**src/rtl/rmd_pkg.sv**
```systemverilog
/*
  Shared constants, types and helper functions of the resource map decoder:
  register indices and byte addresses, field positions, reset values,
  window sizes of the on-chip resources and the operating mode encoding.
  Assumes a 16-bit CPU address space and an AXI4-Lite register port with
  8-bit byte addresses.
*/
package rmd_pkg;

  localparam int ADDR_W = 16;
  localparam int AXI_AW = 8;

  // register indices; byte address is four times the index
  localparam logic [7:0] RAM_POS_IDX = 8'h10;
  localparam logic [7:0] EE_POS_IDX = 8'h12;
  localparam logic [7:0] MAP_CTRL_IDX = 8'h13;
  localparam logic [7:0] STATUS_IDX = 8'h14;
  localparam logic [7:0] RAM_POS_ADDR = {RAM_POS_IDX[5:0], 2'b00};
  localparam logic [7:0] EE_POS_ADDR = {EE_POS_IDX[5:0], 2'b00};
  localparam logic [7:0] MAP_CTRL_ADDR = {MAP_CTRL_IDX[5:0], 2'b00};
  localparam logic [7:0] STATUS_ADDR = {STATUS_IDX[5:0], 2'b00};

  // reset values
  localparam logic [7:0] RAM_POS_RST = 8'h00;
  localparam logic [7:0] EE_POS_RST = 8'h01;
  localparam logic [7:0] MAP_CTRL_RST_EXP = 8'h0C;
  localparam logic [7:0] MAP_CTRL_RST_SC = 8'h0F;

  // field positions
  localparam int RAM_BASE_LSB = 3;
  localparam int EE_BASE_LSB = 4;
  localparam int EE_ON_BIT = 0;
  localparam int SWAP_BIT = 7;
  localparam int NARROW_BIT = 6;
  localparam int FSTR_LSB = 4;
  localparam int XSTR_LSB = 2;
  localparam int LOW_EN_BIT = 1;
  localparam int HIGH_EN_BIT = 0;
  localparam int REFUSED_BIT = 6;

  // address windows
  localparam logic [15:0] REG_BLOCK_SIZE = 16'h0200;
  localparam logic [15:0] FOLLOW_OFFSET = 16'h0200;
  localparam logic [15:0] FOLLOW_SIZE = 16'h0200;
  localparam logic [15:0] RAM_SIZE = 16'h0800;
  localparam logic [15:0] EE_OFFSET = 16'h0C00;
  localparam logic [15:0] EE_SIZE = 16'h0400;
  localparam logic [15:0] A28_BASE = 16'h1000;
  localparam logic [15:0] A28_SWAP_BASE = 16'h9000;
  localparam logic [15:0] A28_SIZE = 16'h7000;
  localparam logic [15:0] A32_BASE = 16'h8000;
  localparam logic [15:0] A32_SWAP_BASE = 16'h0000;
  localparam logic [15:0] A32_SIZE = 16'h8000;

  // one-hot resource select positions
  localparam int SEL_REG = 0;
  localparam int SEL_RAM = 1;
  localparam int SEL_EE = 2;
  localparam int SEL_A28 = 3;
  localparam int SEL_A32 = 4;
  localparam int SEL_EXT = 5;
  localparam int SEL_NONE = 6;
  localparam int SEL_W = 7;

  localparam logic [1:0] RESP_OKAY = 2'h0;
  localparam logic [1:0] RESP_DECERR = 2'h3;

  // {special_n, mode_b, mode_a}
  typedef enum logic [2:0] {
    MODE_SPEC_SC = 3'b000,
    MODE_SPEC_NAR = 3'b001,
    MODE_PERIPH = 3'b010,
    MODE_SPEC_WIDE = 3'b011,
    MODE_NORM_SC = 3'b100,
    MODE_NORM_NAR = 3'b101,
    MODE_RESERVED = 3'b110,
    MODE_NORM_WIDE = 3'b111
  } rmd_mode_e;

  function automatic logic in_block(input logic [15:0] a, input logic [15:0] base,
                                    input logic [15:0] size);
    logic [15:0] d;
    d = a - base;
    return d < size;
  endfunction : in_block

  function automatic logic is_expanded(input rmd_mode_e m);
    return m == MODE_SPEC_NAR || m == MODE_SPEC_WIDE || m == MODE_NORM_NAR
        || m == MODE_NORM_WIDE;
  endfunction : is_expanded

  function automatic logic is_single_chip(input rmd_mode_e m);
    return m == MODE_SPEC_SC || m == MODE_NORM_SC || m == MODE_RESERVED;
  endfunction : is_single_chip

  function automatic logic is_narrow(input rmd_mode_e m);
    return m == MODE_SPEC_NAR || m == MODE_NORM_NAR;
  endfunction : is_narrow

endpackage : rmd_pkg

```
**src/rtl/rmd_map_if.sv**
```systemverilog
/*
  Carrier between the register side and the address decoder: current map
  settings and address in, one-hot resource select out.
  Assumes both ends run on the same clock; the decode is combinational.
*/
`timescale 1ns/1ps
interface rmd_map_if;
  import rmd_pkg::*;
  logic [4:0] reg_base;
  logic [4:0] ram_base;
  logic [3:0] ee_base;
  logic ee_on;
  logic swap;
  logic low_en;
  logic high_en;
  rmd_mode_e mode;
  logic [15:0] addr;
  logic [SEL_W-1:0] sel;
  logic follow;

  modport cfg_src (output reg_base, ram_base, ee_base, ee_on, swap, low_en, high_en,
                   mode, addr, input sel, follow);
  modport decoder (input reg_base, ram_base, ee_base, ee_on, swap, low_en, high_en,
                   mode, addr, output sel, follow);
endinterface : rmd_map_if

```
**src/rtl/rmd_addr_decode.sv**
```systemverilog
/*
  Combinational address decoder: picks exactly one resource for an address
  by fixed precedence, and flags the register-following window.
  Assumes settings arrive stable from the register side.
*/
`timescale 1ns/1ps
module rmd_addr_decode
  import rmd_pkg::*;
(
  rmd_map_if.decoder m
);

  logic [15:0] reg_base_a;
  logic [15:0] ram_base_a;
  logic [15:0] ee_base_a;
  logic hit_reg;
  logic hit_ram;
  logic hit_ee;
  logic hit_a28;
  logic hit_a32;

  always_comb begin
    reg_base_a = {m.reg_base, 11'h000};
    ram_base_a = {m.ram_base, 11'h000};
    ee_base_a = {m.ee_base, 12'h000} + EE_OFFSET;
    hit_reg = in_block(m.addr, reg_base_a, REG_BLOCK_SIZE);
    hit_ram = in_block(m.addr, ram_base_a, RAM_SIZE);
    hit_ee = m.ee_on && in_block(m.addr, ee_base_a, EE_SIZE);
    hit_a28 = m.low_en && in_block(m.addr, m.swap ? A28_SWAP_BASE : A28_BASE,
                                   A28_SIZE);
    hit_a32 = m.high_en && in_block(m.addr, m.swap ? A32_SWAP_BASE : A32_BASE,
                                    A32_SIZE);
    m.follow = in_block(m.addr, reg_base_a + FOLLOW_OFFSET, FOLLOW_SIZE);
    m.sel = '0;
    if (hit_reg) begin
      m.sel[SEL_REG] = 1'b1;
    end else if (hit_ram) begin
      m.sel[SEL_RAM] = 1'b1;
    end else if (hit_ee) begin
      m.sel[SEL_EE] = 1'b1;
    end else if (hit_a28) begin
      m.sel[SEL_A28] = 1'b1;
    end else if (hit_a32) begin
      m.sel[SEL_A32] = 1'b1;
    end else if (is_expanded(m.mode)) begin
      m.sel[SEL_EXT] = 1'b1;
    end else begin
      m.sel[SEL_NONE] = 1'b1;
    end
  end

endmodule : rmd_addr_decode

```
**src/rtl/rmd_resource_map.sv**
```systemverilog
/*
  Resource map decoder top: mapping registers behind an AXI4-Lite slave,
  operating mode capture, and a registered per-access decode giving the
  resource select, bus width, stretch and byte-lane information.
  Assumes mode straps are stable while aresetn is low, the register block
  position comes from outside, and the CPU address inputs are synchronous.
*/
// What this block does
// - RAM sits at zero after reset, movable to any 2K boundary.
// - RAM position bits 7..3 give base bits 15..11; low three read zero.
// - register block hides overlapped RAM; after reset the first 512 bytes.
// - position and mapping fields: write once normal, anytime special, read always.
// - EEPROM at 0C00 after reset; bits 7..4 give base bits 15..12.
// - EEPROM enable bit removes or places EEPROM; resets to one.
// - EEPROM enable held at one in single-chip modes.
// - swap bit exchanges positions of the 28K and 32K arrays.
// - array enables add or remove arrays; reset zero expanded, one single-chip.
// - narrow-follow bit makes following space use an 8-bit bus.
// - narrow-follow ignored in narrow, single-chip and peripheral modes.
// - following space sits right after register block and moves with it.
// - following-space stretch adds 0 to 3 E clocks there.
// - external stretch adds 0 to 3 E clocks; resets to three.
// - no stretch in single-chip or peripheral modes.
// - external resources reachable only in expanded modes.
// - RAM does misaligned word access; only it shows strobe and A0 high.
// - misaligned RAM word: addressed byte low half, next byte high half.
// - precedence: registers, RAM, EEPROM, arrays, external.
// - unclaimed addresses go external in expanded modes.
`timescale 1ns/1ps
module rmd_resource_map
  import rmd_pkg::*;
(
  input wire logic aclk,
  input wire logic aresetn,
  input wire logic [AXI_AW-1:0] s_axi_awaddr,
  input wire logic [2:0] s_axi_awprot,
  input wire logic s_axi_awvalid,
  output logic s_axi_awready,
  input wire logic [31:0] s_axi_wdata,
  input wire logic [3:0] s_axi_wstrb,
  input wire logic s_axi_wvalid,
  output logic s_axi_wready,
  output logic [1:0] s_axi_bresp,
  output logic s_axi_bvalid,
  input wire logic s_axi_bready,
  input wire logic [AXI_AW-1:0] s_axi_araddr,
  input wire logic [2:0] s_axi_arprot,
  input wire logic s_axi_arvalid,
  output logic s_axi_arready,
  output logic [31:0] s_axi_rdata,
  output logic [1:0] s_axi_rresp,
  output logic s_axi_rvalid,
  input wire logic s_axi_rready,
  input wire logic mode_special_n,
  input wire logic mode_b,
  input wire logic mode_a,
  input wire logic [4:0] reg_block_position,
  input wire logic cpu_valid,
  input wire logic [15:0] cpu_addr,
  input wire logic cpu_wide,
  input wire logic cpu_write,
  output logic cycle_valid,
  output logic cycle_write,
  output logic [SEL_W-1:0] resource_sel,
  output logic follow_space,
  output logic narrow_bus,
  output logic [1:0] stretch_cycles,
  output logic low_byte_strobe_n,
  output logic addr_bit0,
  output logic byte_swap
);

  rmd_mode_e mode_reg;
  logic [7:0] ram_position_reg;
  logic [7:0] eeprom_position_reg;
  logic [7:0] mapping_control_reg;
  logic ram_done_reg;
  logic ee_done_reg;
  logic map_done_reg;
  logic refused_reg;

  logic aw_held_reg;
  logic [AXI_AW-1:0] awaddr_reg;
  logic w_held_reg;
  logic [31:0] wdata_reg;
  logic [3:0] wstrb_reg;
  logic bvalid_reg;
  logic [1:0] bresp_reg;
  logic rvalid_reg;
  logic [31:0] rdata_reg;
  logic [1:0] rresp_reg;

  logic special;
  logic single_chip;
  logic do_write;
  logic lane0;
  logic wr_ram;
  logic wr_ee;
  logic wr_map;
  logic wr_status;
  logic wr_mapped;
  logic refuse_now;
  logic [7:0] status_view;
  logic [31:0] rd_next;
  logic [1:0] rresp_next;
  logic ext_access;

  rmd_mode_e pin_mode;
  rmd_map_if map_bus ();

  assign pin_mode = rmd_mode_e'({mode_special_n, mode_b, mode_a});
  assign special = ~mode_reg[2];
  assign single_chip = is_single_chip(mode_reg);

  // operating mode is caught from the straps while reset is held
  always_ff @(posedge aclk) begin
    if (!aresetn) begin
      mode_reg <= pin_mode;
    end
  end

  // AXI4-Lite write channel
  assign s_axi_awready = ~aw_held_reg & ~bvalid_reg;
  assign s_axi_wready = ~w_held_reg & ~bvalid_reg;
  assign s_axi_bvalid = bvalid_reg;
  assign s_axi_bresp = bresp_reg;
  assign do_write = aw_held_reg & w_held_reg & ~bvalid_reg;
  assign lane0 = wstrb_reg[0];

  always_ff @(posedge aclk) begin
    if (!aresetn) begin
      aw_held_reg <= 1'b0;
      awaddr_reg <= '0;
    end else if (s_axi_awvalid && s_axi_awready) begin
      aw_held_reg <= 1'b1;
      awaddr_reg <= s_axi_awaddr;
    end else if (do_write) begin
      aw_held_reg <= 1'b0;
    end
  end

  always_ff @(posedge aclk) begin
    if (!aresetn) begin
      w_held_reg <= 1'b0;
      wdata_reg <= '0;
      wstrb_reg <= '0;
    end else if (s_axi_wvalid && s_axi_wready) begin
      w_held_reg <= 1'b1;
      wdata_reg <= s_axi_wdata;
      wstrb_reg <= s_axi_wstrb;
    end else if (do_write) begin
      w_held_reg <= 1'b0;
    end
  end

  always_comb begin
    wr_ram = do_write && lane0 && awaddr_reg == RAM_POS_ADDR;
    wr_ee = do_write && lane0 && awaddr_reg == EE_POS_ADDR;
    wr_map = do_write && lane0 && awaddr_reg == MAP_CTRL_ADDR;
    wr_status = do_write && lane0 && awaddr_reg == STATUS_ADDR;
    wr_mapped = awaddr_reg == RAM_POS_ADDR || awaddr_reg == EE_POS_ADDR
             || awaddr_reg == MAP_CTRL_ADDR || awaddr_reg == STATUS_ADDR;
    refuse_now = !special && ((wr_ram && ram_done_reg) || (wr_map && map_done_reg)
             || (wr_ee && ee_done_reg));
  end

  always_ff @(posedge aclk) begin
    if (!aresetn) begin
      bvalid_reg <= 1'b0;
      bresp_reg <= RESP_OKAY;
    end else if (do_write) begin
      bvalid_reg <= 1'b1;
      bresp_reg <= wr_mapped ? RESP_OKAY : RESP_DECERR;
    end else if (s_axi_bready) begin
      bvalid_reg <= 1'b0;
    end
  end

  // mapping registers
  always_ff @(posedge aclk) begin
    if (!aresetn) begin
      ram_position_reg <= RAM_POS_RST;
      ram_done_reg <= 1'b0;
    end else if (wr_ram && (special || !ram_done_reg)) begin
      ram_position_reg <= {wdata_reg[7:RAM_BASE_LSB], 3'h0};
      ram_done_reg <= 1'b1;
    end
  end

  always_ff @(posedge aclk) begin
    if (!aresetn) begin
      eeprom_position_reg <= EE_POS_RST;
      ee_done_reg <= 1'b0;
    end else if (wr_ee) begin
      if (special || !ee_done_reg) begin
        eeprom_position_reg[7:EE_BASE_LSB] <= wdata_reg[7:EE_BASE_LSB];
        ee_done_reg <= 1'b1;
      end
      eeprom_position_reg[EE_ON_BIT] <= wdata_reg[EE_ON_BIT] | single_chip;
    end else if (single_chip) begin
      eeprom_position_reg[EE_ON_BIT] <= 1'b1;
    end
  end

  always_ff @(posedge aclk) begin
    if (!aresetn) begin
      mapping_control_reg <= is_single_chip(pin_mode) ? MAP_CTRL_RST_SC
                                                      : MAP_CTRL_RST_EXP;
      map_done_reg <= 1'b0;
    end else if (wr_map && (special || !map_done_reg)) begin
      mapping_control_reg <= wdata_reg[7:0];
      map_done_reg <= 1'b1;
    end
  end

  // refused write-once attempts; a new refusal wins over a clear
  always_ff @(posedge aclk) begin
    if (!aresetn) begin
      refused_reg <= 1'b0;
    end else if (refuse_now) begin
      refused_reg <= 1'b1;
    end else if (wr_status && wdata_reg[REFUSED_BIT]) begin
      refused_reg <= 1'b0;
    end
  end

  // AXI4-Lite read channel
  assign s_axi_arready = ~rvalid_reg;
  assign s_axi_rvalid = rvalid_reg;
  assign s_axi_rdata = rdata_reg;
  assign s_axi_rresp = rresp_reg;
  assign status_view = {1'b0, refused_reg, map_done_reg, ee_done_reg, ram_done_reg,
                        mode_reg};

  always_comb begin
    rd_next = '0;
    rresp_next = RESP_OKAY;
    case (s_axi_araddr)
      RAM_POS_ADDR: begin
        rd_next[7:0] = ram_position_reg;
      end
      EE_POS_ADDR: begin
        rd_next[7:0] = eeprom_position_reg;
      end
      MAP_CTRL_ADDR: begin
        rd_next[7:0] = mapping_control_reg;
      end
      STATUS_ADDR: begin
        rd_next[7:0] = status_view;
      end
      default: begin
        rresp_next = RESP_DECERR;
      end
    endcase
  end

  always_ff @(posedge aclk) begin
    if (!aresetn) begin
      rvalid_reg <= 1'b0;
      rdata_reg <= '0;
      rresp_reg <= RESP_OKAY;
    end else if (s_axi_arvalid && s_axi_arready) begin
      rvalid_reg <= 1'b1;
      rdata_reg <= rd_next;
      rresp_reg <= rresp_next;
    end else if (s_axi_rready) begin
      rvalid_reg <= 1'b0;
    end
  end

  // address decode
  assign map_bus.reg_base = reg_block_position;
  assign map_bus.ram_base = ram_position_reg[7:RAM_BASE_LSB];
  assign map_bus.ee_base = eeprom_position_reg[7:EE_BASE_LSB];
  assign map_bus.ee_on = eeprom_position_reg[EE_ON_BIT];
  assign map_bus.swap = mapping_control_reg[SWAP_BIT];
  assign map_bus.low_en = mapping_control_reg[LOW_EN_BIT];
  assign map_bus.high_en = mapping_control_reg[HIGH_EN_BIT];
  assign map_bus.mode = mode_reg;
  assign map_bus.addr = cpu_addr;

  rmd_addr_decode u_decode (
    .m(map_bus.decoder)
  );

  assign ext_access = map_bus.sel[SEL_EXT];

  always_ff @(posedge aclk) begin
    if (!aresetn) begin
      cycle_valid <= 1'b0;
      cycle_write <= 1'b0;
      resource_sel <= '0;
      follow_space <= 1'b0;
    end else begin
      cycle_valid <= cpu_valid;
      cycle_write <= cpu_write;
      resource_sel <= map_bus.sel;
      follow_space <= ext_access && map_bus.follow;
    end
  end

  // external bus width
  always_ff @(posedge aclk) begin
    if (!aresetn) begin
      narrow_bus <= 1'b0;
    end else if (ext_access && is_narrow(mode_reg)) begin
      narrow_bus <= 1'b1;
    end else if (ext_access && map_bus.follow) begin
      narrow_bus <= mapping_control_reg[NARROW_BIT];
    end else begin
      narrow_bus <= 1'b0;
    end
  end

  // E clock stretch only on external cycles of expanded modes
  always_ff @(posedge aclk) begin
    if (!aresetn) begin
      stretch_cycles <= 2'h0;
    end else if (!ext_access) begin
      stretch_cycles <= 2'h0;
    end else if (map_bus.follow) begin
      stretch_cycles <= mapping_control_reg[FSTR_LSB+:2];
    end else begin
      stretch_cycles <= mapping_control_reg[XSTR_LSB+:2];
    end
  end

  // size strobe and byte lanes; only RAM keeps a misaligned word whole
  always_ff @(posedge aclk) begin
    if (!aresetn) begin
      low_byte_strobe_n <= 1'b1;
      addr_bit0 <= 1'b0;
      byte_swap <= 1'b0;
    end else if (cpu_wide && cpu_addr[0] && !map_bus.sel[SEL_RAM]) begin
      low_byte_strobe_n <= 1'b0;
      addr_bit0 <= 1'b1;
      byte_swap <= 1'b0;
    end else begin
      low_byte_strobe_n <= ~(cpu_wide ^ cpu_addr[0]);
      addr_bit0 <= cpu_addr[0];
      byte_swap <= cpu_wide && cpu_addr[0];
    end
  end

endmodule : rmd_resource_map

```
**config.mk**
```make
export PLATFORM = sky130hd
export DESIGN_NAME = rmd_resource_map
export DESIGN_NICKNAME = d
export VERILOG_FILES = /design/src/rtl/rmd_pkg.sv /design/src/rtl/rmd_map_if.sv /design/src/rtl/rmd_addr_decode.sv /design/src/rtl/rmd_resource_map.sv
export SDC_FILE = /design/constraint.sdc
export NUM_CORES = 1
export LEC_CHECK = 0
export ABC_AREA = 1
export ABC_CLOCK_PERIOD_IN_PS = 2800
export BUFFER_PORTS_ARGS = -buffer_cell sky130_fd_sc_hd__buf_2
export CORE_UTILIZATION = 35
export DETAILED_ROUTE_END_ITERATION = 10
export GPL_TIMING_DRIVEN = 0
export HOLD_SLACK_MARGIN = 0.06
export PLACE_DENSITY = 0.56
export SLEW_MARGIN = 40
export SYNTH_ARGS = -nofsm -noshare
export SYNTH_HDL_FRONTEND = slang
export SYNTH_HIERARCHICAL = 1
export SYNTH_SLANG_ARGS = --single-unit
```
**constraint.sdc**
```tcl
create_clock -name aclk -period 2.8 [get_ports aclk]
set_clock_uncertainty 0.05 [all_clocks]
set_input_delay 0.42 -clock aclk [delete_from_list [all_inputs] [get_ports aclk]]
set_output_delay 0.42 -clock aclk [all_outputs]
set_load 0.02 [all_outputs]
```
==> impl_metrics.ini <==
[power_and_ir_drop]
p_leak_nw = 3.31
power_frac_seq_pct = 39.7
power.switching_uw = 876
switching_share_pct = 30.5
ir_worst_vdd_v = 0.000341
internal-power_mw = 2.00
combPwrFrac_pct = 22.8
power.share.clock_pct = 37.5
powerDensity_nw_per_um2 = 470
p_total_mw = 2.87

[clock_network]
cts_hold_buffers = 0
clock-root-buffer = clkbuf_16
path_clk_slew_ps = 60
cts_buffers = 9
cts_num_sinks = 72
cts_tree = built
cts_buffer_depth = 2
htree_levels = 3
clk_latency_ps = 330

[timing]
min_period_ps = 2640
finalSetupViolations = 0
period_share_pct = 94.2
rsz0062_at_grt = true
setup_tns_ps = 0
worstMarginPinSlew_ps = 705
slew_violations = 0
slew_headroom_pct = 53.0
max_freq_mhz = 379
hold_viol = 0

[yosys]
synth_edf_count = 11
yosys_register_bits = 72
syn_area_per_cell_um2 = 6.83
synth_most_common_cell = nand2_1
synthArstFlopShare_pct = 0
synthCells = 735
seq_area_frac_synth_pct = 30.9
synth_top_area_share_pct = 24.3
yosysTopAreaCell = dfxtp_1
synth_cell_types = 43
syn-cell-area_um2 = 5020
ys.flop_type = dfxtp_1
ys_warn_count = 6
ys_top_cells_by_count = nand2_1 (159), inv_1 (127), nor2_1 (75)
synth_area_leaders = dfxtp_1 (24%), nand2_1 (12%), inv_1 (9.5%), ha_1 (8.5%), edfxtp_1 (6.6%)

[routing]
vias = 4512
via_per_inst = 4.33
routed_wl_mm = 11.6
drtIter0Drc = 194
ant_nets = 0
drc = 0
firstDrtPassIters = 5
wire_per_inst_um = 11.2

[floorplan]
io_pins = 149
initial_utilization_pct = 36.0
die_h_um = 122
die-area_um2 = 14800
die_w_um = 122
rows = 43
core_area_um2 = 13900

[placement]
placed_area_um2 = 5780
post-dp-hpwl_mm = 9.65
place.gp.congestion = 0.825
dp_cells = 1028
io_buffers = 90

[grt]
grt_pass1_wl_mm = 19.2
grt_usage_pct = 16.6
grt_pass1_vias = 4053
grt_start_max_net_pins = 13
antenna_found_initial = 0
gr-total-overflow = 0

[worst_hold_path]
hold_class = primary input to register
hold_end = cycle_write
min_path_cells = 3
hp-start = cpu_write

[finish]
nets = 987
utilization_pct = 43.9
diodes = 0
drive_gt1_share_pct = 22.9
finalInstanceArea_um2 = 6110
layoutNonFillerInstCount = 1043
syn2layout_area_growth_pct = 21.8

[critical_path]
start_kind = primary input
r2r_slack_ps = 330
worstSetupPathType = primary input to register
cp_data_required_time_ps = 2970
end_kind = register
cp_max_fo = 6
r2r_end = narrow_bus
worstPathArrival_ps = 2800
rr_worst_depth = 16
regToRegStartpoint = eeprom_position_reg[5]

[status]
status = complete, no violations

[flow_run]
drv_cap = 0
==> logic make-up (layout without fill, tap and decap cells) <==
logic type      after synthesis  in the layout  synth area share [%]
fa+ha+maj                    36             36                  9.27
flops                        72             72                  30.9
compound gates               93             93                  10.1
simple gates                346            346                  31.8
other cells                   1             24                0.0747
xor+xnor                     12             12                  2.09
buf+inv                     175            280                  15.7
==> worst max-delay path: stages <==
cell and delay, ps:
clkbuf_4 170, inv_2 80, ha_2 200, fa_2 620, nand2_2 110, nor3_4 210
nand2_1 80, a21oi_2 150, nand3_4 120, nand3b_1 120, nor2_1 50, nand2_1 60
inv_1 30, nand2_1 90, inv_1 70, a32o_1 210
==> power groups by stage <==
stage	clock, mW	sequential, mW	combinational, mW
floorplan	0	1.17	0.468
global placement	0	1.16	0.648
detailed placement	0	1.16	0.649
CTS	1.10	1.14	0.653
global route	1.16	1.15	0.755
finish	1.08	1.14	0.656
==> placed cells by master (no fill, tap or decap), drive strengths merged, types with 5 or more instances in the layout <==
cell type / Yosys / final
a21oi: 42 / 42
nor2: 91 / 91
clkbuf: 2 / 14
nand4: 5 / 5
buf: 38 / 127
edfxtp: 11 / 11
xor2: 9 / 9
inv: 134 / 135
o21ai: 42 / 42
dfxtp: 61 / 61
conb: 1 / 24
ha: 34 / 34
nor3: 7 / 7
nand2: 172 / 172
nand3: 63 / 63
==> through the flow <==
step,hold WS [ps],worst slack [ps]
2_1_floorplan,387,344
3_3_place_gp,406,-405
3_5_place_dp,405,-414
4_1_cts,215,31.5
5_1_grt,216,-30.7
6_report,232,163
==> routing by layer <==
metal,vias up,routed length [µm],GRT usage [%]
li1,2498,-,-
met1,1901,5580,21.7
met2,109,5380,27.6
met3,4,630,3.93
met4,0,57,3.47
met5,-,0,0
==> what timing repair did <==
action | in CTS | in global routing
gates resized for setup | 2 | 11
setup endpoints to repair | 2 | 5
pin swaps | 0 | 4
buffers inserted | 0 | 0
==> area by class of cell <==
cell class,count,area (µm²)
timing repair buffer,90,453
multi-input combinational,511,2810
buffer,40,283
clock buffer,11,254
sequential,72,1550
fill,1522,7820
inverter,135,507
clock inverter,4,27.5
tap,180,225
==> how the worst max path moves through the flow <==
stage                      start          to  slack [ps]
CTS                 cpu_addr[11]  narrow_bus          30
finish              cpu_addr[11]  narrow_bus         160
global route        cpu_addr[11]  narrow_bus         -30
floorplan           cpu_addr[12]  narrow_bus         340
global placement    cpu_addr[11]  narrow_bus        -410
detailed placement  cpu_addr[11]  narrow_bus        -410
Power figures use the tool's default switching activity.
